File: config.mk
export PLATFORM = sky130hd
export DESIGN_NAME = bfp_table
export DESIGN_NICKNAME = d
export VERILOG_FILES = /design/src/common/bfp_pkg.sv /design/src/hdl/bfp_table.sv
export SDC_FILE = /design/constraint.sdc
export NUM_CORES = 1
export LEC_CHECK = 0
export ABC_CLOCK_PERIOD_IN_PS = 1700
export BUFFER_PORTS_ARGS = -buffer_cell sky130_fd_sc_hd__buf_2
export CORE_ASPECT_RATIO = 2
export CORE_MARGIN = 4
export CORE_UTILIZATION = 41
export CTS_CLUSTER_DIAMETER = 80
export DETAILED_ROUTE_END_ITERATION = 10
export GPL_TIMING_DRIVEN = 0
export PLACE_DENSITY_LB_ADDON = 0.08
export SLEW_MARGIN = 10
export SYNTH_ARGS = -nofsm -noshare
export SYNTH_HDL_FRONTEND = slang
export SYNTH_SLANG_ARGS = --single-unit
export TNS_END_PERCENT = 20
File: constraint.sdc
create_clock -name sys_clk -period 1.7 [get_ports sys_clk]
set_input_delay 0.255 -clock sys_clk [delete_from_list [all_inputs] [get_ports sys_clk]]
set_output_delay 0.255 -clock sys_clk [all_outputs]
set_load 0.02 [all_outputs]
File: src/common/bfp_pkg.sv
package bfp_pkg;

    // Bus geometry
    localparam int ADDR_W = 8;
    localparam int DATA_W = 32;
    localparam int IDX_W = 6;
    localparam int IDX_LSB = 2;

    // Register indices; byte address is four times the index
    localparam logic [5:0] IDX_CTRL = 6'h00;
    localparam logic [5:0] IDX_STAT = 6'h01;
    localparam logic [5:0] IDX_HDR_LEN = 6'h0B;
    localparam logic [5:0] IDX_HDR_PTR = 6'h0C;
    localparam logic [5:0] IDX_ERASE_AND_BUFFER_CAPS = 6'h30;
    localparam logic [5:0] IDX_SMALL_ERASE_OPCODE = 6'h31;
    localparam logic [5:0] IDX_READ_TYPE_SUPPORT = 6'h32;
    localparam logic [5:0] IDX_FIRST_WORD_UNUSED = 6'h33;
    localparam logic [5:0] IDX_DENSITY_BYTE0 = 6'h34;
    localparam logic [5:0] IDX_DENSITY_BYTE1 = 6'h35;
    localparam logic [5:0] IDX_DENSITY_BYTE2 = 6'h36;
    localparam logic [5:0] IDX_DENSITY_BYTE3 = 6'h37;
    localparam logic [5:0] IDX_QUAD_ADDR_READ_CYCLES = 6'h38;
    localparam logic [5:0] IDX_QUAD_ADDR_READ_OPCODE = 6'h39;
    localparam logic [5:0] IDX_QUAD_OUT_READ_CYCLES = 6'h3A;
    localparam logic [5:0] IDX_QUAD_OUT_READ_OPCODE = 6'h3B;
    localparam logic [5:0] IDX_DUAL_OUT_READ_CYCLES = 6'h3C;
    localparam logic [5:0] IDX_DUAL_OUT_READ_OPCODE = 6'h3D;
    localparam logic [5:0] IDX_DUAL_ADDR_READ_CYCLES = 6'h3E;
    localparam logic [5:0] IDX_DUAL_ADDR_READ_OPCODE = 6'h3F;

    // Fixed table contents
    localparam logic [7:0] VAL_HDR_LEN = 8'h10;
    localparam logic [7:0] VAL_HDR_PTR = 8'h30;
    localparam logic [7:0] VAL_ERASE_AND_BUFFER_CAPS = 8'hE5;
    localparam logic [7:0] VAL_SMALL_ERASE_OPCODE = 8'h20;
    localparam logic [7:0] VAL_READ_TYPE_SUPPORT = 8'hF1;
    localparam logic [7:0] VAL_FIRST_WORD_UNUSED = 8'hFF;
    localparam logic [7:0] VAL_DENSITY_BYTE0 = 8'hFF;
    localparam logic [7:0] VAL_DENSITY_BYTE1 = 8'hFF;
    localparam logic [7:0] VAL_DENSITY_BYTE2 = 8'h7F;
    localparam logic [7:0] VAL_DENSITY_BYTE3 = 8'h00;
    localparam logic [7:0] VAL_QUAD_ADDR_READ_CYCLES = 8'h44;
    localparam logic [7:0] VAL_QUAD_ADDR_READ_OPCODE = 8'hEB;
    localparam logic [7:0] VAL_QUAD_OUT_READ_CYCLES = 8'h08;
    localparam logic [7:0] VAL_QUAD_OUT_READ_OPCODE = 8'h6B;
    localparam logic [7:0] VAL_DUAL_OUT_READ_CYCLES = 8'h08;
    localparam logic [7:0] VAL_DUAL_OUT_READ_OPCODE = 8'h3B;
    localparam logic [7:0] VAL_DUAL_ADDR_READ_CYCLES = 8'h80;
    localparam logic [7:0] VAL_DUAL_ADDR_READ_OPCODE = 8'hBB;

    // Control and status fields
    localparam int CTRL_STRICT_BIT = 0;
    localparam int CTRL_CLEAR_BIT = 1;
    localparam logic [7:0] REFUSED_MAX = 8'hFF;
    localparam logic [7:0] REFUSED_ONE = 8'h01;

    typedef struct packed {
        logic cyc;
        logic stb;
        logic we;
        logic [7:0] adr;
        logic [3:0] sel;
        logic [31:0] dat;
    } bfp_wb_req_t;

    typedef struct packed {
        logic ack;
        logic err;
        logic [31:0] dat;
    } bfp_wb_rsp_t;

    typedef struct packed {
        logic ack;
        logic err;
        logic [31:0] dat;
        logic strict;
        logic [7:0] refused;
    } bfp_state_t;

    localparam bfp_state_t STATE_RST = '{
        ack: 1'b0,
        err: 1'b0,
        dat: 32'h0000_0000,
        strict: 1'b0,
        refused: 8'h00
    };

endpackage

File: src/hdl/bfp_table.sv
`timescale 1ns/100ps

// Operation
// - Byte 30h reads E5h: uniform 4 kB erase available everywhere.
// - Byte 30h bit 2 is one: program buffer exceeds 64 bytes.
// - Byte 30h bits 4:3 are 00b: status register non-volatile by default.
// - Byte 31h reads 20h, the uniform 4 kB erase opcode.
// - Byte 32h reads F1h: read types supported, three-byte addressing, no DDR.
// - Byte 33h is unused and always reads FFh.
// - Bytes 34h-37h give density 007FFFFFh little-endian: FF FF 7F 00.
// - Byte 38h reads 44h: quad address-data read mode and dummy cycles.
// - Byte 39h reads EBh, the quad address-data read opcode.
// - Byte 3Ah reads 08h: quad output read, zero mode, eight dummy.
// - Byte 3Bh reads 6Bh, the quad output read opcode.
// - Byte 3Ch reads 08h: dual output read, zero mode, eight dummy.
// - Byte 3Dh reads 3Bh, the dual output read opcode.
// - Byte 3Eh reads 80h: dual address-data read, four mode, zero dummy.
// - Byte 3Fh reads BBh, the dual address-data read opcode.
// - Header pointer at 0Ch reads 30h, locating the parameter table.
// - Header length at 0Bh reads 10h, sixteen doublewords.
module bfp_table (
    // Clock and reset
    input wire logic sys_clk,
    input wire logic srst,
    // Wishbone slave
    input wire bfp_pkg::bfp_wb_req_t wb_req,
    output bfp_pkg::bfp_wb_rsp_t wb_rsp
);

    bfp_pkg::bfp_state_t s_reg;
    bfp_pkg::bfp_state_t s_next;
    logic req;
    logic [5:0] idx;
    logic [8:0] entry;

    // Returns {hit, byte}; constants only, so contents cannot drift
    function automatic logic [8:0] table_entry(input logic [5:0] i);
        logic [8:0] r;
        r = 9'h000;
        case (i)
            bfp_pkg::IDX_HDR_LEN: r = {1'b1, bfp_pkg::VAL_HDR_LEN};
            bfp_pkg::IDX_HDR_PTR: r = {1'b1, bfp_pkg::VAL_HDR_PTR};
            bfp_pkg::IDX_ERASE_AND_BUFFER_CAPS: begin
                r = {1'b1, bfp_pkg::VAL_ERASE_AND_BUFFER_CAPS};
            end
            bfp_pkg::IDX_SMALL_ERASE_OPCODE: begin
                r = {1'b1, bfp_pkg::VAL_SMALL_ERASE_OPCODE};
            end
            bfp_pkg::IDX_READ_TYPE_SUPPORT: r = {1'b1, bfp_pkg::VAL_READ_TYPE_SUPPORT};
            bfp_pkg::IDX_FIRST_WORD_UNUSED: r = {1'b1, bfp_pkg::VAL_FIRST_WORD_UNUSED};
            bfp_pkg::IDX_DENSITY_BYTE0: r = {1'b1, bfp_pkg::VAL_DENSITY_BYTE0};
            bfp_pkg::IDX_DENSITY_BYTE1: r = {1'b1, bfp_pkg::VAL_DENSITY_BYTE1};
            bfp_pkg::IDX_DENSITY_BYTE2: r = {1'b1, bfp_pkg::VAL_DENSITY_BYTE2};
            bfp_pkg::IDX_DENSITY_BYTE3: r = {1'b1, bfp_pkg::VAL_DENSITY_BYTE3};
            bfp_pkg::IDX_QUAD_ADDR_READ_CYCLES: begin
                r = {1'b1, bfp_pkg::VAL_QUAD_ADDR_READ_CYCLES};
            end
            bfp_pkg::IDX_QUAD_ADDR_READ_OPCODE: begin
                r = {1'b1, bfp_pkg::VAL_QUAD_ADDR_READ_OPCODE};
            end
            bfp_pkg::IDX_QUAD_OUT_READ_CYCLES: begin
                r = {1'b1, bfp_pkg::VAL_QUAD_OUT_READ_CYCLES};
            end
            bfp_pkg::IDX_QUAD_OUT_READ_OPCODE: begin
                r = {1'b1, bfp_pkg::VAL_QUAD_OUT_READ_OPCODE};
            end
            bfp_pkg::IDX_DUAL_OUT_READ_CYCLES: begin
                r = {1'b1, bfp_pkg::VAL_DUAL_OUT_READ_CYCLES};
            end
            bfp_pkg::IDX_DUAL_OUT_READ_OPCODE: begin
                r = {1'b1, bfp_pkg::VAL_DUAL_OUT_READ_OPCODE};
            end
            bfp_pkg::IDX_DUAL_ADDR_READ_CYCLES: begin
                r = {1'b1, bfp_pkg::VAL_DUAL_ADDR_READ_CYCLES};
            end
            bfp_pkg::IDX_DUAL_ADDR_READ_OPCODE: begin
                r = {1'b1, bfp_pkg::VAL_DUAL_ADDR_READ_OPCODE};
            end
            default: r = 9'h000;
        endcase
        return r;
    endfunction

    // Back-to-back cycles are answered every other clock
    assign req = wb_req.cyc && wb_req.stb && !s_reg.ack && !s_reg.err;
    assign idx = wb_req.adr[bfp_pkg::IDX_LSB +: bfp_pkg::IDX_W];
    assign entry = table_entry(idx);

    always_comb begin
        s_next = s_reg;
        s_next.ack = 1'b0;
        s_next.err = 1'b0;
        if (req) begin
            s_next.dat = 32'h0000_0000;
            if (idx == bfp_pkg::IDX_CTRL) begin
                s_next.ack = 1'b1;
                if (wb_req.we) begin
                    if (wb_req.sel[0]) begin
                        s_next.strict = wb_req.dat[bfp_pkg::CTRL_STRICT_BIT];
                        if (wb_req.dat[bfp_pkg::CTRL_CLEAR_BIT]) begin
                            s_next.refused = 8'h00;
                        end
                    end
                end else begin
                    s_next.dat[bfp_pkg::CTRL_STRICT_BIT] = s_reg.strict;
                end
            end else if (entry[8] || idx == bfp_pkg::IDX_STAT) begin
                if (wb_req.we) begin
                    // Write dropped; contents never change
                    s_next.ack = !s_reg.strict;
                    s_next.err = s_reg.strict;
                    if (s_reg.refused != bfp_pkg::REFUSED_MAX) begin
                        s_next.refused = s_reg.refused + bfp_pkg::REFUSED_ONE;
                    end
                end else begin
                    s_next.ack = 1'b1;
                    s_next.dat[7:0] = (idx == bfp_pkg::IDX_STAT) ? s_reg.refused : entry[7:0];
                end
            end else begin
                // Unmapped index
                s_next.err = 1'b1;
            end
        end
    end

    always_ff @(posedge sys_clk) begin
        if (srst) begin
            s_reg <= bfp_pkg::STATE_RST;
        end else begin
            s_reg <= s_next;
        end
    end

    assign wb_rsp.ack = s_reg.ack;
    assign wb_rsp.err = s_reg.err;
    assign wb_rsp.dat = s_reg.dat;

    chk_answer_next_cycle: assert property (
        @(posedge sys_clk) disable iff (srst)
        req |=> (wb_rsp.ack || wb_rsp.err)
    ) else $error("request not answered in the next cycle");

    chk_answer_single_pulse: assert property (
        @(posedge sys_clk) disable iff (srst)
        (wb_rsp.ack || wb_rsp.err) |=> !(wb_rsp.ack || wb_rsp.err)
    ) else $error("answer held longer than one cycle");

    chk_caps_byte: assert property (
        @(posedge sys_clk) disable iff (srst)
        (req && !wb_req.we && idx == 6'h30) |=> (wb_rsp.ack && wb_rsp.dat == 32'h0000_00E5)
    ) else $error("capability byte wrong");

    chk_caps_fields: assert property (
        @(posedge sys_clk) disable iff (srst)
        (req && !wb_req.we && idx == 6'h30) |=> (wb_rsp.dat[2] && wb_rsp.dat[4:3] == 2'b00)
    ) else $error("buffer or status volatility field wrong");

    chk_read_support: assert property (
        @(posedge sys_clk) disable iff (srst)
        (req && !wb_req.we && idx == 6'h32) |=> (wb_rsp.dat == 32'h0000_00F1)
    ) else $error("read support byte wrong");

    chk_density_top: assert property (
        @(posedge sys_clk) disable iff (srst)
        (req && !wb_req.we && idx == 6'h36) |=> (wb_rsp.dat == 32'h0000_007F)
    ) else $error("density byte two wrong");

    chk_quad_cycles: assert property (
        @(posedge sys_clk) disable iff (srst)
        (req && !wb_req.we && idx == 6'h38)
            |=> (wb_rsp.dat[7:5] == 3'b010 && wb_rsp.dat[4:0] == 5'b00100)
    ) else $error("quad address-data cycle byte wrong");

    chk_dual_cycles: assert property (
        @(posedge sys_clk) disable iff (srst)
        (req && !wb_req.we && idx == 6'h3E) |=> (wb_rsp.dat == 32'h0000_0080)
    ) else $error("dual address-data cycle byte wrong");

    chk_header_pointer: assert property (
        @(posedge sys_clk) disable iff (srst)
        (req && !wb_req.we && idx == 6'h0C) |=> (wb_rsp.dat == 32'h0000_0030)
    ) else $error("header pointer wrong");

    chk_header_length: assert property (
        @(posedge sys_clk) disable iff (srst)
        (req && !wb_req.we && idx == 6'h0B) |=> (wb_rsp.dat == 32'h0000_0010)
    ) else $error("header length wrong");

    chk_refused_write: assert property (
        @(posedge sys_clk) disable iff (srst)
        (req && wb_req.we && entry[8] && s_reg.strict) |=> (wb_rsp.err && !wb_rsp.ack)
    ) else $error("strict mode write to table not refused");

    chk_caps_erase_bits: assert property (
        @(posedge sys_clk) disable iff (srst)
        (req && !wb_req.we && idx == bfp_pkg::IDX_ERASE_AND_BUFFER_CAPS)
            |=> (wb_rsp.ack && wb_rsp.dat[7:5] == 3'b111 && wb_rsp.dat[1:0] == 2'b01)
    ) else $error("uniform erase field wrong");

    chk_caps_status_bits: assert property (
        @(posedge sys_clk) disable iff (srst)
        (req && !wb_req.we && idx == bfp_pkg::IDX_ERASE_AND_BUFFER_CAPS)
            |=> (wb_rsp.ack && wb_rsp.dat[4:3] == 2'b00)
    ) else $error("status volatility field wrong");

    chk_erase_opcode: assert property (
        @(posedge sys_clk) disable iff (srst)
        (req && !wb_req.we && idx == bfp_pkg::IDX_SMALL_ERASE_OPCODE)
            |=> (wb_rsp.ack && wb_rsp.dat == 32'h0000_0020)
    ) else $error("erase opcode byte wrong");

    chk_read_fields: assert property (
        @(posedge sys_clk) disable iff (srst)
        (req && !wb_req.we && idx == bfp_pkg::IDX_READ_TYPE_SUPPORT)
            |=> (wb_rsp.dat[7:4] == 4'b1111 && wb_rsp.dat[3:1] == 3'b000 && wb_rsp.dat[0])
    ) else $error("read support fields wrong");

    chk_unused_byte: assert property (
        @(posedge sys_clk) disable iff (srst)
        (req && !wb_req.we && idx == bfp_pkg::IDX_FIRST_WORD_UNUSED)
            |=> (wb_rsp.ack && wb_rsp.dat == 32'h0000_00FF)
    ) else $error("unused byte not all ones");

    chk_density_low: assert property (
        @(posedge sys_clk) disable iff (srst)
        (req && !wb_req.we && idx == bfp_pkg::IDX_DENSITY_BYTE0)
            |=> (wb_rsp.ack && wb_rsp.dat == 32'h0000_00FF)
    ) else $error("density byte zero wrong");

    chk_density_mid: assert property (
        @(posedge sys_clk) disable iff (srst)
        (req && !wb_req.we && idx == bfp_pkg::IDX_DENSITY_BYTE1)
            |=> (wb_rsp.ack && wb_rsp.dat == 32'h0000_00FF)
    ) else $error("density byte one wrong");

    chk_density_high: assert property (
        @(posedge sys_clk) disable iff (srst)
        (req && !wb_req.we && idx == bfp_pkg::IDX_DENSITY_BYTE3)
            |=> (wb_rsp.ack && wb_rsp.dat == 32'h0000_0000)
    ) else $error("density byte three wrong");

    chk_quad_cycles_byte: assert property (
        @(posedge sys_clk) disable iff (srst)
        (req && !wb_req.we && idx == bfp_pkg::IDX_QUAD_ADDR_READ_CYCLES)
            |=> (wb_rsp.ack && wb_rsp.dat == 32'h0000_0044)
    ) else $error("quad address-data cycle byte value wrong");

    chk_quad_addr_opcode: assert property (
        @(posedge sys_clk) disable iff (srst)
        (req && !wb_req.we && idx == bfp_pkg::IDX_QUAD_ADDR_READ_OPCODE)
            |=> (wb_rsp.ack && wb_rsp.dat == 32'h0000_00EB)
    ) else $error("quad address-data opcode wrong");

    chk_quad_out_cycles: assert property (
        @(posedge sys_clk) disable iff (srst)
        (req && !wb_req.we && idx == bfp_pkg::IDX_QUAD_OUT_READ_CYCLES)
            |=> (wb_rsp.ack && wb_rsp.dat == 32'h0000_0008)
    ) else $error("quad output cycle byte wrong");

    chk_quad_out_opcode: assert property (
        @(posedge sys_clk) disable iff (srst)
        (req && !wb_req.we && idx == bfp_pkg::IDX_QUAD_OUT_READ_OPCODE)
            |=> (wb_rsp.ack && wb_rsp.dat == 32'h0000_006B)
    ) else $error("quad output opcode wrong");

    chk_dual_out_cycles: assert property (
        @(posedge sys_clk) disable iff (srst)
        (req && !wb_req.we && idx == bfp_pkg::IDX_DUAL_OUT_READ_CYCLES)
            |=> (wb_rsp.ack && wb_rsp.dat == 32'h0000_0008)
    ) else $error("dual output cycle byte wrong");

    chk_dual_out_opcode: assert property (
        @(posedge sys_clk) disable iff (srst)
        (req && !wb_req.we && idx == bfp_pkg::IDX_DUAL_OUT_READ_OPCODE)
            |=> (wb_rsp.ack && wb_rsp.dat == 32'h0000_003B)
    ) else $error("dual output opcode wrong");

    chk_dual_addr_opcode: assert property (
        @(posedge sys_clk) disable iff (srst)
        (req && !wb_req.we && idx == bfp_pkg::IDX_DUAL_ADDR_READ_OPCODE)
            |=> (wb_rsp.ack && wb_rsp.dat == 32'h0000_00BB)
    ) else $error("dual address-data opcode wrong");

    chk_upper_bits_zero: assert property (
        @(posedge sys_clk) disable iff (srst)
        wb_rsp.ack
            |-> wb_rsp.dat[31:8] == '0
    ) else $error("read data upper bits not zero");

    chk_err_data_zero: assert property (
        @(posedge sys_clk) disable iff (srst)
        wb_rsp.err
            |-> wb_rsp.dat == '0
    ) else $error("error answer carries data");

    chk_ack_err_exclusive: assert property (
        @(posedge sys_clk) disable iff (srst)
        wb_rsp.ack
            |-> !wb_rsp.err
    ) else $error("ack and err raised together");

    chk_idle_no_answer: assert property (
        @(posedge sys_clk) disable iff (srst)
        !req
            |=> !(wb_rsp.ack || wb_rsp.err)
    ) else $error("answer without a request");

    chk_lenient_write_ack: assert property (
        @(posedge sys_clk) disable iff (srst)
        (req && wb_req.we && entry[8] && !s_reg.strict)
            |=> (wb_rsp.ack && !wb_rsp.err)
    ) else $error("lenient table write not acknowledged");

    chk_unmapped_err: assert property (
        @(posedge sys_clk) disable iff (srst)
        (req && !entry[8] && idx != bfp_pkg::IDX_CTRL && idx != bfp_pkg::IDX_STAT)
            |=> (wb_rsp.err && !wb_rsp.ack && wb_rsp.dat == '0)
    ) else $error("unmapped index not refused");

    chk_refused_count_step: assert property (
        @(posedge sys_clk) disable iff (srst)
        (req && wb_req.we && entry[8] && s_reg.refused != 8'hFF)
            |=> s_reg.refused == $past(s_reg.refused) + 8'h01
    ) else $error("refused write not counted");

    chk_refused_saturate: assert property (
        @(posedge sys_clk) disable iff (srst)
        (req && wb_req.we && entry[8] && s_reg.refused == 8'hFF)
            |=> s_reg.refused == 8'hFF
    ) else $error("refused count wrapped");

    chk_refused_clear: assert property (
        @(posedge sys_clk) disable iff (srst)
        (req && wb_req.we && idx == bfp_pkg::IDX_CTRL && wb_req.sel[0]
            && wb_req.dat[bfp_pkg::CTRL_CLEAR_BIT]) |=> s_reg.refused == 8'h00
    ) else $error("refused count not cleared");

    chk_strict_follows_write: assert property (
        @(posedge sys_clk) disable iff (srst)
        (req && wb_req.we && idx == bfp_pkg::IDX_CTRL && wb_req.sel[0])
            |=> s_reg.strict == $past(wb_req.dat[bfp_pkg::CTRL_STRICT_BIT])
    ) else $error("strict bit not taken from write");

    chk_strict_held: assert property (
        @(posedge sys_clk) disable iff (srst)
        (req && wb_req.we && idx == bfp_pkg::IDX_CTRL && !wb_req.sel[0])
            |=> $stable(s_reg.strict)
    ) else $error("strict bit changed without byte enable");

    chk_ctrl_read: assert property (
        @(posedge sys_clk) disable iff (srst)
        (req && !wb_req.we && idx == bfp_pkg::IDX_CTRL)
            |=> (wb_rsp.dat[31:1] == '0 && wb_rsp.dat[0] == $past(s_reg.strict))
    ) else $error("control read wrong");

    chk_stat_read: assert property (
        @(posedge sys_clk) disable iff (srst)
        (req && !wb_req.we && idx == bfp_pkg::IDX_STAT)
            |=> (wb_rsp.ack && wb_rsp.dat[7:0] == $past(s_reg.refused))
    ) else $error("status read wrong");

    chk_count_only_on_write: assert property (
        @(posedge sys_clk) disable iff (srst)
        !(req && wb_req.we)
            |=> $stable(s_reg.refused)
    ) else $error("refused count moved without a write");

    chk_reset_clears: assert property (
        @(posedge sys_clk)
        srst |=> (!wb_rsp.ack && !wb_rsp.err && wb_rsp.dat == '0
            && !s_reg.strict && s_reg.refused == 8'h00)
    ) else $error("reset left state behind");

    chk_dat_holds: assert property (
        @(posedge sys_clk) disable iff (srst)
        !req
            |=> $stable(wb_rsp.dat)
    ) else $error("read data changed without a request");

endmodule

=== After elaboration in Yosys (flattened, before gate mapping) ===
Memories as Yosys holds them, arrays and structs flattened.
Cells that the tools add are included.

* Memory bits (writable): 0
* Register bits after elaboration: 19
* Latch bits: 0
* Word-level logic and storage cells: 46
* Memories: 1
* Input port bits: 49
* Memory bits (read-only): 576

* Multiply operators: 0
* Shift-type cells: 0
* Order comparisons: 0
* Bitwise operators: 1
* Mux-type cells: 18
* Div/mod/pow operators: 0
* Add/sub/neg operators: 1
* Equal/unequal tests: 6
* Reduce and logical (&&, ||, !) cells: 14

{| class="wikitable"
|+ Memory list
! name !! words !! width !! rd ports !! clocked after memory_dff !! write ports !! line !! source
|-
| (no name shown) || 64 || 9 || 1 || 0 || 0 || bfp_table.sv:40 || <nowiki>case (i)</nowiki>
|}

{| class="wikitable"
|+ Operators by type and width
! cell !! count
|-
| 2-to-1 mux 8 bit || 10
|-
| adder 8 x 1 -> 8 bit, second input constant || 1
|-
| inequality test 2 bit, second input constant || 4
|-
| inequality test 8 bit, second input constant || 1
|-
| 2-to-1 mux 1 bit || 7
|-
| 2-to-1 mux 7 bit || 1
|-
| AND reduction 7 bit || 1
|-
| equality test 6 x 1 -> 1 bit, second input constant || 1
|-
| logical NOT 6 bit || 1
|-
| AND reduction 4 bit || 1
|-
| nonzero test 2 bit || 2
|-
| logical AND 1 bit || 3
|-
| logical NOT 1 bit || 3
|-
| OR reduction 3 bit || 1
|-
| OR reduction 2 bit || 1
|-
| logical OR 1 bit || 1
|-
| inverter 1 bit || 1
|}

=== Logic depth before layout (Yosys ltp) ===
* Depth after elaboration: 5
* Mapped depth: 7

=== Worst setup path after synthesis ===
Ideal clock, no wire load.

* Path kind: input port to flip-flop
* From: in wb_req[39] (netlist bit)
* To: reg s_reg[4] (netlist bit)
* Arrival: 1.607 ns
* Path slack: -0.003 ns
* Buffers on the path: 0
* Data required time: 1.605 ns
* Setup time: 0.095 ns
* Cell stages on the path: 7
* Path through: inv_1 > ha_1 > mux2_2 > a221o_2 > o21ai_1 > o311ai_0 > o311ai_1

* Cells in the longest elaborated chain, start to end: 4
* Elaborated cells between the ends (all ways): 12
* Those cells by class: 5 x eq/ne; 1 x mux; 5 x reduce/logical; 1 x memory

{| class="wikitable"
|+ Ends and longest elaborated chain
! item !! line !! source
|-
| start, declared || bfp_table.sv:26 || <nowiki>input wire bfp_pkg::bfp_wb_req_t wb_req,</nowiki>
|-
| memory (64 x 9 bit) / equality test 6 x 1 -> 1 bit (equally long branches) || -- ||
|-
| logical OR 1 bit || bfp_table.sv:107 || <nowiki>end else if (entry[8] || idx == bfp_pkg::IDX_STAT) begin</nowiki>
|-
| inequality test 2 bit (no source line) / nonzero test 2 bit (equally long branches) || -- ||
|-
| AND reduction 7 bit (no source line) || -- ||
|-
| end signal, assigned || bfp_table.sv:128 || <nowiki>s_reg <= bfp_pkg::STATE_RST;</nowiki>
|-
| end signal, assigned || bfp_table.sv:130 || <nowiki>s_reg <= s_next;</nowiki>
|-
| end, declared || bfp_table.sv:30 || <nowiki>bfp_pkg::bfp_state_t s_reg;</nowiki>
|}

Parallel ways exist; a longest one is shown, timed or not.
A chain may end at the register's enable or synchronous reset.

=== Final worst setup path ===
* From: in wb_req[38] (netlist bit)
* To: reg s_reg[0] (netlist bit)

The elaborated chain is that of the path after synthesis.

==> impl_metrics.tcl <==
set metrics [dict create \
    track_usage 0.1636 \
    grt_max_degree 12 \
    yosys_warnings 0 \
    ys_dominant_reg_cell "dfxtp_1" \
    antennaDiodeCount 0 \
    route.detailed.drc 0 \
    gp_routability_congestion 0.9439 \
    final_design_area_no_fill_um2 1948 \
    syn_to_final_growth_pct 24.36 \
    setup.worst_path.end_class "flip-flop" \
    most_frequent_standard_cell_in_the_layout_excluding_fill_and_tap_cells "buf_4" \
    postSynthAreaPerCell_um2 8.245 \
    ys_top_cells_by_area "dfxtp_1 (24%), buf_4 (16%), ha_1 (6.4%)" \
    grt-ovfl-total 0 \
    dominant_combinational_cell_family_by_area_after_synthesis "compound AO/OA/AOI/OAI gates" \
    inst_count_dp 283 \
    holdCritPathClass "primary input to flip-flop" \
    cts_num_sinks 19 \
    worst-endpoint-arrival_ns 1.81 \
    power_leakage_nw 0.8607 \
    ctsLongestPathBuffers 2 \
    cts_hold_buffers 0 \
    least_margin_pin_slew_ns 0.5654 \
    placeableCoreArea_um2 3646 \
    synthAdderAreaFrac 0.06390 \
    initialDrtViolationCount 51 \
    wl_um 3995 \
    grt_pass1_vias 1377 \
    detailed_route_via_count 1515 \
    dieArea_um2 4933 \
    clkTransAtPathRegs_ns 0.08 \
    num_io_pins 83 \
    finish.net_count 298 \
    setup_viol 0 \
    post_synth_and_or_nand_nor_area_fraction 0.1989 \
    worst_clock_skew_ns 0.005079 \
    vdd_ir_drop_max_mv 0.5241 \
    drive_gt1_frac 0.3542 \
    timing_worst_setup_path_type "primary input to flip-flop" \
    drv_slew 0 \
    critical_path.startpoint_type "primary input" \
    cts-root-buf "clkbuf_8" \
    final-hold-violation-count 0 \
    worst-path-max-fanout 6 \
    synth.cell_area_um2 1567 \
    rsz0062_at_grt "yes" \
    required_ns 1.85 \
    die_width_um 51.71 \
    muxShareOfSynthArea 0.04313 \
    async_reset_ff_frac 0 \
    drt-wirelength-per-cell_um 13.82 \
    synthesis.instances 190 \
    most_frequent_cells_in_the_layout "buf_4 (36), conb_1 (24), buf_2 (21)" \
    yosys.area_share.xor_xnor 0 \
    cap_viol_max_count 0 \
    buffer_ports.inserted 21 \
    preCtsSetupSlack_ns -0.4507 \
    insertion_delay_ns 0.26 \
    synth_area_leader_cell "dfxtp_1" \
    placement_rows 31 \
    ratio_of_routed_vias_to_standard_cells 5.242 \
    clock_tree.htree_level_count 1 \
    grt_antenna_before_repair 0 \
    start_util 0.4296 \
    synth.yosys.seq_area_share 0.2428 \
    cts_buffers 3 \
    post-layout-total-power_mw 1.109 \
    run_status "finished clean" \
    floorplan.die.height_um 95.42 \
    tritoncts_clock_tree "yes" \
    route.antenna.remaining_nets 0 \
    synth.ff_latch_count 19 \
    synth_compound_gate_area_share 0.2476 \
    dpl.hpwl_um 3184 \
    post-route-worst-setup-slack_ns 0.03719 \
    grt_pass1_wl_um 6210 \
    maxClockFrequency_mhz 601.4 \
    slew_headroom 0.6230 \
    finish.cell_count_without_fillers 289 \
    synth_enable_flop_cells 0 \
    firstDrtPassIters 4 \
    power-per-cell-area_nw_per_um2 569.1 \
    fin_crit_sh 0.9781 \
    post-route-min-period_ns 1.663 \
    yosys.area.top_type_share 0.2428 \
    placed_cell_area_um2 1823 \
    number_of_flip_flops_in_the_largest_register 10 \
    netlist-cell-type-count 48 \
]
[Yosys cell counts (all sizes together), types with 2 or more instances]
cell     instances
buf             35
clkbuf           3
or4              2
a32oi            2
nand4            3
o311ai           3
o21ai           15
mux2i            3
dfxtp           19
nand2           18
or3              3
ha               8
nor2            13
nor3             2
o31ai            3
nand3            6
o31a             3
a21oi           11
and2             2
a211oi           4
o2111ai          2
nor4             2
inv             10
a32o             2
[report_power, final]
part           internal, mW  switching [mW]  leakage (nW)  total (mW)
Combinational         0.119           0.175         0.682       0.294
Sequential            0.459          0.0255         0.153       0.485
Clock                 0.163           0.166        0.0255       0.330
Total                 0.742           0.367         0.861        1.11
[final timing paths]
path	from	to	slack, ns	depth (start not counted)
setup / recovery	wb_req[38]	s_reg[0]$_SDFFE_PP0P_	0.04	9
hold / removal	wb_req[0]	s_reg[8]$_SDFFE_PP0P_	0.23	3
setup reg to reg	s_reg[0]$_SDFFE_PP0P_	s_reg[7]$_SDFFE_PP0P_	0.08	5
hold reg to reg	wb_rsp[3]$_SDFFE_PP0P_	wb_rsp[3]$_SDFFE_PP0P_	0.46	2
[repair_timing]
| action | in CTS | in global routing |
|---|---|---|
| gates resized for setup | 9 | 8 |
| pin swaps | 3 | 2 |
| buffers inserted | 1 | 1 |
| endpoints found under the setup margin | 10 | 9 |
[stage by stage]
stage,util,TNS [ns],hold slack [ns]
finish,0.5343,0,0.2291
global route,0.5343,-0.03849,0.2650
CTS,0.5271,0,0.2360
detailed placement,0.5000,-5.348,0.4453
global placement,0.5000,-5.558,0.4383
floorplan,-,0,0.3274
[logic make-up (layout without fill, tap and decap cells)]
logic type                 Yosys count  count (layout)
other                                1              24
and+or+nand+nor                     56              56
DFF                                 19              19
muxes                                5               5
buffers and inverters               48              75
adders and majority gates            8               8
AOI/OAI and AO/OA                   53              53
[metal layers]
layer	track usage	vias to the layer above	wire length, µm	share of wire
li1	-	736	-	-
met1	0.1635	725	1418	0.35
met2	0.3191	44	2322	0.58
met3	0.01721	10	140	0.035
met4	0.07877	0	114	0.029
met5	0	-	0	0
[worst max-delay path: stages]
cell      delay, ns
buf_2          0.14
inv_1          0.10
ha_2           0.23
mux2_4         0.29
a221oi_4       0.40
nor3_2         0.10
buf_4          0.15
nor2_1         0.10
a21oi_2        0.04
[final cells by class]
class / instances / area, µm²
fill: 400 / 1698
multi-input combinational: 146 / 1023
sequential: 19 / 380.4
buffer: 38 / 279.0
timing repair buffer: 23 / 120.1
tap: 49 / 61.31
clock buffer: 3 / 41.29
inverter: 10 / 37.54
clock inverter: 1 / 5.005
No activity file was read; power rests on OpenSTA's default activity.
